`config.mk`:
```
export PLATFORM = sky130hd
export DESIGN_NAME = adccsr_core
export DESIGN_NICKNAME = d
export VERILOG_FILES = /design/src/hdl/adccsr_pkg.sv /design/src/hdl/adccsr_fifo.sv /design/src/hdl/adccsr_core.sv
export SDC_FILE = /design/constraint.sdc
export NUM_CORES = 1
export LEC_CHECK = 0
export BUFFER_PORTS_ARGS = -buffer_cell sky130_fd_sc_hd__clkbuf_2
export CORE_UTILIZATION = 67
export DETAILED_ROUTE_END_ITERATION = 16
export GPL_ROUTABILITY_DRIVEN = 0
export GPL_TIMING_DRIVEN = 0
export PLACE_DENSITY_LB_ADDON = 0.05
export SLEW_MARGIN = 40
export SYNTH_ARGS = -nofsm -noshare
export SYNTH_HDL_FRONTEND = slang
export SYNTH_SLANG_ARGS = --single-unit
```
`constraint.sdc`:
```
create_clock -name clk -period 10.09 [get_ports clk]
set_clock_uncertainty 0.15 [all_clocks]
set_input_delay 2.5225 -clock clk [delete_from_list [all_inputs] [get_ports clk]]
set_output_delay 2.5225 -clock clk [all_outputs]
set_load 0.1 [all_outputs]
```
`src/hdl/adccsr_pkg.sv`:
```
/*
 Shared constants for the converter start and serial readout block.
 Assumes a 25 MHz system clock; no software-visible registers.
*/
package adccsr_pkg;
   localparam int RESULT_BITS   = 18;
   localparam int CLK_PERIOD_NS = 40;
   // Conversion times in nanoseconds
   localparam int CONV_MIN_NS   = 500;
   localparam int CONV_MAX_HI_NS = 2200;
   localparam int CONV_MAX_LO_NS = 3700;
   // Minimum time rounds up, maximum rounds down
   localparam int CONV_MIN_CYC  = (CONV_MIN_NS + CLK_PERIOD_NS - 1) / CLK_PERIOD_NS;
   localparam int CONV_MAX_HI_CYC = CONV_MAX_HI_NS / CLK_PERIOD_NS;
   localparam int CONV_MAX_LO_CYC = CONV_MAX_LO_NS / CLK_PERIOD_NS;
   // Cycles from a start pin edge to its synchronised edge
   localparam int SYNC_LAT_CYC  = 3;
   localparam int FIFO_DEPTH    = 8;
   localparam logic [17:0] RESULT_RESET = 18'h00000;
   typedef enum logic [1:0] {ADCCSR_IDLE, ADCCSR_CONV, ADCCSR_DONE} adccsr_phase_t;
endpackage

```
`src/hdl/adccsr_fifo.sv`:
```
/*
 Small synchronous FIFO with valid/ready on both sides.
 Assumes a single clock and synchronous active-low reset.
*/
`timescale 1ns/1ps
`default_nettype none
module adccsr_fifo #(
   parameter int WIDTH = 18,
   parameter int DEPTH = 8
) (
   input  wire logic             clk,
   input  wire logic             rst_n,
   input  wire logic             inValid,
   output logic                  inReady,
   input  wire logic [WIDTH-1:0] inData,
   output logic                  outValid,
   input  wire logic             outReady,
   output logic [WIDTH-1:0]      outData
);
   localparam int AW = $clog2(DEPTH);
   typedef struct packed {
      logic [AW:0]   wrPtr;
      logic [AW:0]   rdPtr;
      logic          isFull;
   } adccsr_fifo_st_t;
   adccsr_fifo_st_t   st_reg;
   adccsr_fifo_st_t   st_next;
   logic [WIDTH-1:0]  mem [DEPTH];
   logic              full;
   logic              empty;
   logic              push;
   logic              pop;

   assign empty    = st_reg.wrPtr == st_reg.rdPtr;
   assign full     = st_reg.isFull;
   assign inReady  = !full;
   assign outValid = !empty;
   assign outData  = mem[st_reg.rdPtr[AW-1:0]];
   assign push     = inValid && !full;
   assign pop      = outReady && !empty;

   always_comb begin
      st_next = st_reg;
      if (push) begin
         st_next.wrPtr = st_reg.wrPtr + 1'b1;
      end
      if (pop) begin
         st_next.rdPtr = st_reg.rdPtr + 1'b1;
      end
      // Registered full flag keeps the ready output off combinational paths
      st_next.isFull = (st_next.wrPtr[AW] != st_next.rdPtr[AW]) &&
                       (st_next.wrPtr[AW-1:0] == st_next.rdPtr[AW-1:0]);
   end

   always_ff @(posedge clk) begin
      if (!rst_n) begin
         st_reg <= '0;
      end else begin
         st_reg <= st_next;
      end
      if (push) begin
         mem[st_reg.wrPtr[AW-1:0]] <= inData;
      end
   end
endmodule
`default_nettype wire

```
`src/hdl/adccsr_core.sv`:
```
/*
 Converter start and serial readout logic: conversion timer, mode
 selection, select-gated and daisy-chain shift paths.
 Assumes the host drives start, shift clock and serial input as pins
 asynchronous to clk; results arrive from the converter core as words.
*/
`timescale 1ns/1ps
`default_nettype none
// How it works
// - Result ready 0.5 to 2.2 us after start rise, 3.7 us at low supply.
// - Select-gated mode shows the top result bit first, MSB first.
// - Select-gated output released when start or select rises, or after last bit.
// - Select level sampled at the start rising edge.
// - Shift clock level sampled at the start rising edge in chain mode.
// - Chain mode captures serial input on each shift clock fall.
// - Chain busy mode passes the serial input level, high or low, through to output.
// - Output moves to the next bit after each shift clock fall.
// - Chain mode when serial input low at start rise, else select-gated.
// - Result is an 18-bit two's complement serial word.
// - Chain input reappears on output after 18 shift clocks.
// - Select-gated mode drives output only while start is low.
module adccsr_core #(
   parameter int RESULT_BITS = adccsr_pkg::RESULT_BITS,
   parameter int FIFO_DEPTH  = adccsr_pkg::FIFO_DEPTH
) (
   input  wire logic                   clk,
   input  wire logic                   rst_n,
   input  wire logic                   lowSupply,
   input  wire logic                   convertStartPin,
   input  wire logic                   shiftClkPin,
   input  wire logic                   serialInModeSelectPin,
   input  wire logic                   resultValid,
   output logic                        resultReady,
   input  wire logic [RESULT_BITS-1:0] resultData,
   output logic                        serialOut,
   output logic                        serialOutEn,
   output logic                        chainMode,
   output logic                        converting
);
   localparam int CW = 8;
   localparam int BW = $clog2(RESULT_BITS + 1);
   localparam logic [CW-1:0] MIN_CYC = CW'(adccsr_pkg::CONV_MIN_CYC);
   // Limits count from the synchronised edge, so the pin latency is taken off
   localparam logic [CW-1:0] MAX_HI  = CW'(adccsr_pkg::CONV_MAX_HI_CYC - adccsr_pkg::SYNC_LAT_CYC);
   localparam logic [CW-1:0] MAX_LO  = CW'(adccsr_pkg::CONV_MAX_LO_CYC - adccsr_pkg::SYNC_LAT_CYC);
   localparam logic [BW-1:0] NBITS   = BW'(RESULT_BITS);

   // ---------------------------------------------------------------
   // Pin synchronisers
   // ---------------------------------------------------------------
   // The stages sit in the state struct; the third start and shift
   // stage only feeds the edge detectors
   logic convert_start;
   logic cnvRise;
   logic sck;
   logic sckFall;
   logic serial_in_mode_select;

   // ---------------------------------------------------------------
   // Result FIFO
   // ---------------------------------------------------------------
   logic                   fifoValid;
   logic                   fifoPop;
   logic [RESULT_BITS-1:0] fifoData;
   adccsr_fifo #(.WIDTH(RESULT_BITS), .DEPTH(FIFO_DEPTH)) u_fifo (
      .clk      (clk),
      .rst_n    (rst_n),
      .inValid  (resultValid),
      .inReady  (resultReady),
      .inData   (resultData),
      .outValid (fifoValid),
      .outReady (fifoPop),
      .outData  (fifoData)
   );

   // ---------------------------------------------------------------
   // State
   // ---------------------------------------------------------------
   typedef struct packed {
      adccsr_pkg::adccsr_phase_t phase;
      logic [CW-1:0]             cnt;
      logic                      chain;
      logic                      busyMode;
      logic [RESULT_BITS-1:0]    shift;
      logic [BW-1:0]             left;
      logic                      out;
      logic                      outEn;
      logic [2:0]                cnvSync;
      logic [2:0]                sckSync;
      logic [1:0]                sdiSync;
      logic                      convFlag;
   } adccsr_st_t;
   adccsr_st_t st_reg;
   adccsr_st_t st_next;

   assign convert_start     = st_reg.cnvSync[1];
   assign cnvRise = st_reg.cnvSync[1] && !st_reg.cnvSync[2];
   assign sck     = st_reg.sckSync[1];
   assign sckFall = !st_reg.sckSync[1] && st_reg.sckSync[2];
   assign serial_in_mode_select     = st_reg.sdiSync[1];

   always_comb begin
      st_next = st_reg;
      fifoPop = 1'b0;
      // Two flops per pin before any logic reads it
      st_next.cnvSync = {st_reg.cnvSync[1:0], convertStartPin};
      st_next.sckSync = {st_reg.sckSync[1:0], shiftClkPin};
      st_next.sdiSync = {st_reg.sdiSync[0], serialInModeSelectPin};
      if (cnvRise) begin
         st_next.chain    = !serial_in_mode_select;
         st_next.busyMode = !serial_in_mode_select && sck;
         st_next.phase    = adccsr_pkg::ADCCSR_CONV;
         st_next.cnt      = '0;
         st_next.outEn    = st_reg.chain && !serial_in_mode_select;
      end else begin
         case (st_reg.phase)
            adccsr_pkg::ADCCSR_CONV: begin
               st_next.cnt = st_reg.cnt + 1'b1;
               // Take the word once the minimum time is met, give up at the limit
               if ((st_reg.cnt + 1'b1 >= MIN_CYC && fifoValid) ||
                   st_reg.cnt + 1'b1 >= (lowSupply ? MAX_LO : MAX_HI)) begin
                  fifoPop       = fifoValid;
                  st_next.shift = fifoValid ? fifoData : adccsr_pkg::RESULT_RESET;
                  st_next.left  = NBITS;
                  st_next.phase = adccsr_pkg::ADCCSR_DONE;
               end
            end
            adccsr_pkg::ADCCSR_DONE,
            adccsr_pkg::ADCCSR_IDLE: begin
            end
            default: begin
               st_next.phase = adccsr_pkg::ADCCSR_IDLE;
            end
         endcase
         if (!st_reg.chain) begin
            // Select-gated: enable while start and select low, MSB first
            if (convert_start || serial_in_mode_select) begin
               st_next.outEn = 1'b0;
            end else if (st_reg.phase == adccsr_pkg::ADCCSR_DONE && st_reg.left != '0) begin
               st_next.outEn = 1'b1;
               st_next.out   = st_reg.shift[RESULT_BITS-1];
               if (sckFall) begin
                  st_next.shift = {st_reg.shift[RESULT_BITS-2:0], 1'b0};
                  st_next.left  = st_reg.left - 1'b1;
                  if (st_reg.left == BW'(1)) begin
                     st_next.outEn = 1'b0;
                  end else begin
                     st_next.out = st_reg.shift[RESULT_BITS-2];
                  end
               end
            end
         end else begin
            st_next.outEn = 1'b1;
            if (sckFall) begin
               // Chain: shift in serial input, delayed by the word length
               st_next.shift = {st_reg.shift[RESULT_BITS-2:0], serial_in_mode_select};
               st_next.out   = st_reg.shift[RESULT_BITS-2];
            end else if (st_reg.phase == adccsr_pkg::ADCCSR_DONE) begin
               st_next.out = st_reg.shift[RESULT_BITS-1];
            end else if (st_reg.busyMode) begin
               st_next.out = serial_in_mode_select;
            end
         end
      end
      // Registered so the converting output comes from a flop
      st_next.convFlag = st_next.phase == adccsr_pkg::ADCCSR_CONV;
   end

   // ---------------------------------------------------------------
   // Registers
   // ---------------------------------------------------------------
   always_ff @(posedge clk) begin
      if (!rst_n) begin
         st_reg       <= '0;
         st_reg.phase <= adccsr_pkg::ADCCSR_IDLE;
      end else begin
         st_reg <= st_next;
      end
   end

   // ---------------------------------------------------------------
   // Outputs
   // ---------------------------------------------------------------
   assign serialOut   = st_reg.out;
   assign serialOutEn = st_reg.outEn;
   assign chainMode   = st_reg.chain;
   assign converting  = st_reg.convFlag;

   // ---------------------------------------------------------------
   // Checks
   // ---------------------------------------------------------------
   a_conv_bounded: assert property (@(posedge clk) disable iff (!rst_n)
      $rose(converting) |-> ##[1:100] !converting)
      else $error("Conversion did not finish in time");
   a_gated_release: assert property (@(posedge clk) disable iff (!rst_n)
      (!chainMode && convert_start && !cnvRise) |=> !serialOutEn)
      else $error("Output driven while start high");
   a_mode_select: assert property (@(posedge clk) disable iff (!rst_n)
      cnvRise |=> chainMode == !$past(serial_in_mode_select))
      else $error("Mode not taken from select level");
   a_chain_shift: assert property (@(posedge clk) disable iff (!rst_n)
      (chainMode && sckFall && !cnvRise) |=> st_reg.shift[0] == $past(serial_in_mode_select))
      else $error("Chain bit not captured");
   a_msb_first: assert property (@(posedge clk) disable iff (!rst_n)
      (!chainMode && $rose(serialOutEn)) |-> st_reg.left == NBITS)
      else $error("First bit is not the top bit");
   a_last_release: assert property (@(posedge clk) disable iff (!rst_n)
      (!chainMode && !cnvRise && sckFall && serialOutEn && st_reg.left == BW'(1)) |=> !serialOutEn)
      else $error("Output not released after last bit");
   a_busy_pass: assert property (@(posedge clk) disable iff (!rst_n)
      (chainMode && st_reg.busyMode && !sckFall && !cnvRise &&
       st_reg.phase != adccsr_pkg::ADCCSR_DONE) |=> serialOut == $past(serial_in_mode_select))
      else $error("Chain input not passed through in busy mode");
   a_chain_drive: assert property (@(posedge clk) disable iff (!rst_n)
      (chainMode && !cnvRise) |=> serialOutEn)
      else $error("Chain output not driven");
endmodule
`default_nettype wire

```
==> metrics.txt, run 1 <==
Most common cell on crit path nor4_2; Placed Area 9420 um2; clock root buffer clkbuf_16; post-synthesis area per instance 13.8 um2; Post-Route WL 19.5 mm; reg-to-reg slack, setup 6.52 ns; Yosys warning count 0; largest net degree at the start of global routing 18; initial core utilization 69.4%; CTS tree done; area leader, netlist edfxtp_1; Worst-path clk slew 0.07 ns; total number of vias 5,770; total I/O pin count 30; Tcrit/Tclk final 45.2%; ant diodes 0; core box area 12,700 um2; Worst Path Max Fanout 4; register area share after synthesis 61.4%; # hold bufs at CTS 0; min Tclk post-route 4.56 ns; maximum vdd drop 0.178 mV; Synth Net Count 676; All-Layer GR Usage 30.9%; combinational power share 5.9%; CTS H-tree depth 4; post-CTS sizing 0; max FFs per register 144; commonest cells after routing, fill and taps aside edfxtp_1, dfxtp_1, nand2_1, nor2_1, mux4_2; relative slew slack 41.7%; Clk network pwr share 39.0%; leakage 3.43 nW; Final Cell Area 9960 um2; asr flop ratio synth 0%; switching share of power 22.2%; global-route wire length before repair 29.8 mm; area growth from synthesis to layout 12.7%; die width 117 um; commonest non-fill, non-tap cell in the layout edfxtp_1; Final ANT Viol Nets 0; fin. max-slew vios 0; Vias/cell 6.47; Final Hold Fails 0; Cell Area, Synth 8830 um2; RSZ-0062 raised after global routing false; max cap viols 0; PD cells 164 nW/um2; startpoint types input port; Post-CTS Setup Bufs 0; DIE AREA 13,600 um2; DPL Wire Length 13.1 mm; worst min path class reg -> reg; Worst path slowest cell nor4_2; Synth top area share 49.0%; Overflow after GRT 0; Critical Path AT 4.75 ns; Avg WL per Cell 21.9 um; First DRT Iteration DRCs 722; fin nets 743; NetSw 0.000364 W; DRC 0; number of flops mapped to enable cells by yosys 144; Reg power frac 55.1%; proportion of layout cells with a drive suffix above 1 23.3%; CTS buffer count 17; synth top area cells edfxtp_1, dfxtp_1, mux4_2; fmax 219 MHz; status complete, no violations; crit-path max cell delay 0.44 ns; Worst Setup Path Type in -> reg; flops & latches, synth 199; vias in the first global route 5,513; sum of negative setup slack 0 ns; clk sinks 199; Req. time, crit path 10.27 ns; I/O Buffers 28; crit-path cells clkbuf_2, inv_1, ha_1, a21o_1, nor4_2, nor2_1, nor4_2, nand2b_1, a22oi_1, nor4_2; initial antenna violation count 0; Synth Flop Type edfxtp_1; CP endpoint kind register; worst-margin pin slew 0.874 ns; first drt pass iteration count 5; clk_lat worst skew 0.44 ns; fillers 772; Setup violations, final 0; Pint 0.00127 W; CTS max path bufs 2; Cell variety after synth 66; Synth Instances 640; Die Y 117 um; row cnt 41
cells in the mapped netlist (10+ instances only):
library cell,instances
buf_2,14
inv_1,21
edfxtp_1,144
nand3_1,20
xnor2_1,19
mux4_2,36
nand2_1,42
nor2_1,40
ha_1,11
dfxtp_1,55
a31oi_1,11
mux2_2,14
o21ai_0,19
a21oi_1,26
nor3_1,10
a22o_1,15
clkbuf_1,17
o221ai_1,12
critical path: cells and delay by family:
family	cells	cell delay (ns)
AO/OA/AOI/OAI	2	0.30
adder cells (fa/ha/maj)	1	0.34
buffers and inverters	2	0.19
AND/OR/NAND/NOR	5	1.39
power by group through the flow:
stage               clock network (W)  registers, W  logic (W)
floorplan                           0      0.000924  0.0000517
global placement                    0      0.000919  0.0000832
detailed placement                  0      0.000919  0.0000935
CTS                          0.000642      0.000902  0.0000954
global route                 0.000674      0.000903   0.000103
finish                       0.000638      0.000902  0.0000963
area by class of cell:
cell class	instances	area, um2	share of cell area (%)
buffer	42	218	2.19
multi-input combinational	377	3160	31.7
clock inverter	9	93.8	0.942
sequential	199	5430	54.5
inverter	22	82.6	0.829
tap	172	215	2.16
timing repair buffer	48	320	3.22
clock buffer	23	448	4.50
final timing paths:
path	startpoint	depth (start not counted)	endpoint
max	lowSupply	10	u_fifo.full
min	st_next[4]	1	sck
max reg2reg	st_reg[36]	12	u_fifo.full
min reg2reg	st_next[4]	1	sck
metal layers:
metal | up-vias | track usage [%] | routed length, um
met2 | 291 | 52.4 | 9900
met3 | 41 | 6.75 | 1310
met1 | 2852 | 39.0 | 7840
met5 | - | 0 | 0
li1 | 2586 | - | -
met4 | 0 | 12.4 | 468
cells by family (layout without fill, tap and decap cells):
logic type               after synthesis  count (layout)  synth area share [%]
flip-flops                           199             199                  61.4
multiplexers                          56              56                  11.6
adder cells (fa/ha/maj)               11              11                  1.56
AND/OR/NAND/NOR                      157             157                  9.14
XOR/XNOR                              28              28                  3.10
buffers and inverters                 64             144                  3.40
AO/OA/AOI/OAI                        125             125                  9.74
through the flow:
stage               hold slack (ns)  setup slack [ns]  cells  total power [W]  utilization [%]
finish                        0.285              5.53    892          0.00164             78.3
global placement              0.271              3.48    840          0.00100             72.2
detailed placement            0.273              5.10    860          0.00101             74.0
CTS                           0.288              5.53    892          0.00164             78.3
global route                  0.305              5.37    892          0.00168             78.3
floorplan                     0.262              5.16    640         0.000976                -
Power figures use the tool's default switching activity.
==> inputs of run 2 (changes only) <==
- CORE_UTILIZATION: 67 -> 62
- clock period: 10.09 -> 4.42 ns (I/O delays scaled with it)
==> metrics.txt, run 2 (synthesized netlist as in run 1, its figures left out) <==
Die Y 121 um (+3.9%); DIE AREA 14,700 um2 (+7.9%); placed instance count 868 (+0.93%); CTS max path bufs 2 (unchanged); fin nets 743 (unchanged); PD cells 386 nW/um2 (+130%); Worst path slowest cell nor4_2; min Tclk post-route 3.60 ns; ant diodes 0 (unchanged); Final ANT Viol Nets 0 (unchanged); sum of negative setup slack 0 ns (unchanged); area growth from synthesis to layout 13.6%; Post-CTS Setup Bufs 0 (unchanged); All-Layer GR Usage 28.7% (-2.2 points); fin. max-slew vios 0 (unchanged); proportion of layout cells with a drive suffix above 1 24.0% (+0.69 points); Worst Setup Path Type reg -> reg; Overflow after GRT 0 (unchanged); global-route wire length before repair 30.8 mm (+3.4%); clock root buffer clkbuf_16; max FFs per register 144 (unchanged); Fin Hold WS 0.289 ns (+0.00382 ns); Avg WL per Cell 21.5 um (-2.0%); First DRT Iteration DRCs 586 (-19%); total number of vias 5,675 (-1.6%); Post-Route WL 19.3 mm (-1.1%); crit-path max cell delay 0.57 ns (+0.13 ns); Critical Path AT 3.79 ns (-0.96 ns); total I/O pin count 30 (unchanged); Req. time, crit path 4.61 ns (-5.66 ns); crit-path cells ha_1, nand3_2, nor2_1, xor2_1, ha_1, a21o_1, nor4_2, nor2_1, nor4_2, nand2b_1, a22oi_1, nor4_2; Final Hold Fails 0 (unchanged); final worst setup slack 0.822 ns (-4.71 ns); worst min path class reg -> reg; I/O Buffers 28 (unchanged); first drt pass iteration count 7 (+2); non-filler instance count after layout 900 (+0.90%); DRC 0 (unchanged); # hold bufs at CTS 0 (unchanged); fmax 278 MHz; Total Power 0.00387 W (+140%); pre-CTS setup slack 0.751 ns (-4.35 ns); CP endpoint kind register; initial core utilization 63.6% (-5.8 points); worst-margin pin slew 0.748 ns (-0.126 ns); CTS tree done; status complete, no violations; startpoint types register; Tcrit/Tclk final 81.4%; core box area 13,900 um2 (+9.1%); DPL Wire Length 13.4 mm (+2.8%); CTS H-tree depth 4 (unchanged); clk sinks 199 (unchanged); Setup violations, final 0 (unchanged); die width 121 um (+3.9%); hold depth 1 (unchanged); post-CTS sizing 0 (unchanged); maximum vdd drop 0.317 mV (+78%); max cap viols 0 (unchanged); Vias/cell 6.31 (-2.5%); Most common cell on crit path nor4_2; commonest cells after routing, fill and taps aside edfxtp_1, dfxtp_1, nand2_1, nor2_1, mux4_2; CTS buffer count 17 (unchanged); RSZ-0062 raised after global routing false; row cnt 43 (+4.9%); leakage 3.46 nW (+1.0%); Worst Path Max Fanout 7 (+3); Register-to-Register Path Depth 12 (unchanged); Worst-path clk slew 0.07 ns (about the same); vias in the first global route 5,705 (+3.5%); largest net degree at the start of global routing 20 (+2); commonest non-fill, non-tap cell in the layout edfxtp_1; initial antenna violation count 0 (unchanged); relative slew slack 50.1% (+8.4 points); clk_lat worst skew 0.44 ns (about the same)
-- run 2: changes by cell type in the layout (fill, tap and decap cells not counted) --
| cell | previous run | this run |
|---|---|---|
| bufinv_16 | 1 | 2 |
| clkinv_1 | 1 | 2 |
| clkinv_2 | 2 | 1 |
| clkbuf_1 | 23 | 17 |
| inv_8 | 1 | 6 |
-- run 2: worst max-delay path, delay by kind of cell, from the launching register on --
family,cells,cell delay [ns]
AND/OR/NAND/NOR,7,1.85
XOR/XNOR,1,0.17
AO/OA/AOI/OAI,2,0.28
flip-flops,1,0.47
adder cells (fa/ha/maj),2,0.58
-- run 2: worst paths after layout --
kind	slack [ns]	from	to
max reg2reg	0.82	st_reg[36]	u_fifo.full
min	0.29	st_next[4]	sck
max	0.82	st_reg[36]	u_fifo.full
min reg2reg	0.29	st_next[4]	sck
-- run 2: cell type report --
type                    count  area, um2
flip-flops and latches    199       5430
fillers                   922       3850
multi-input cells         377       3160
clock buffers              17        425
repair buffers             48        320
well taps                 180        225
plain buffers              42        218
clock inverters            15        179
inverters                  22       82.6
-- run 2: layer usage --
layer	share of wire (%)	wire (um)	vias to the layer above	GRT usage (%)
met5	0	0	-	0
met1	41	7900	2813	37.0
li1	-	-	2588	-
met2	48	9360	234	46.1
met3	6.8	1310	40	6.25
met4	3.9	744	0	14.3
-- run 2: per-stage QoR --
step / cell area, um2 / utilization [%]
after detailed placement: 9430 / 67.9
after global placement: 9200 / 66.3
final: 10000 / 72.3
after global routing: 10000 / 72.3
after CTS: 10000 / 72.3
after floorplan: 8830 / -
-- run 2: power breakdown --
part / switching [W] / leakage, nW / internal (W)
logic: 0.000139 / 1.41 / 0.0000776
clock network: 0.000736 / 0.297 / 0.000860
registers: 0.0000151 / 1.75 / 0.00204
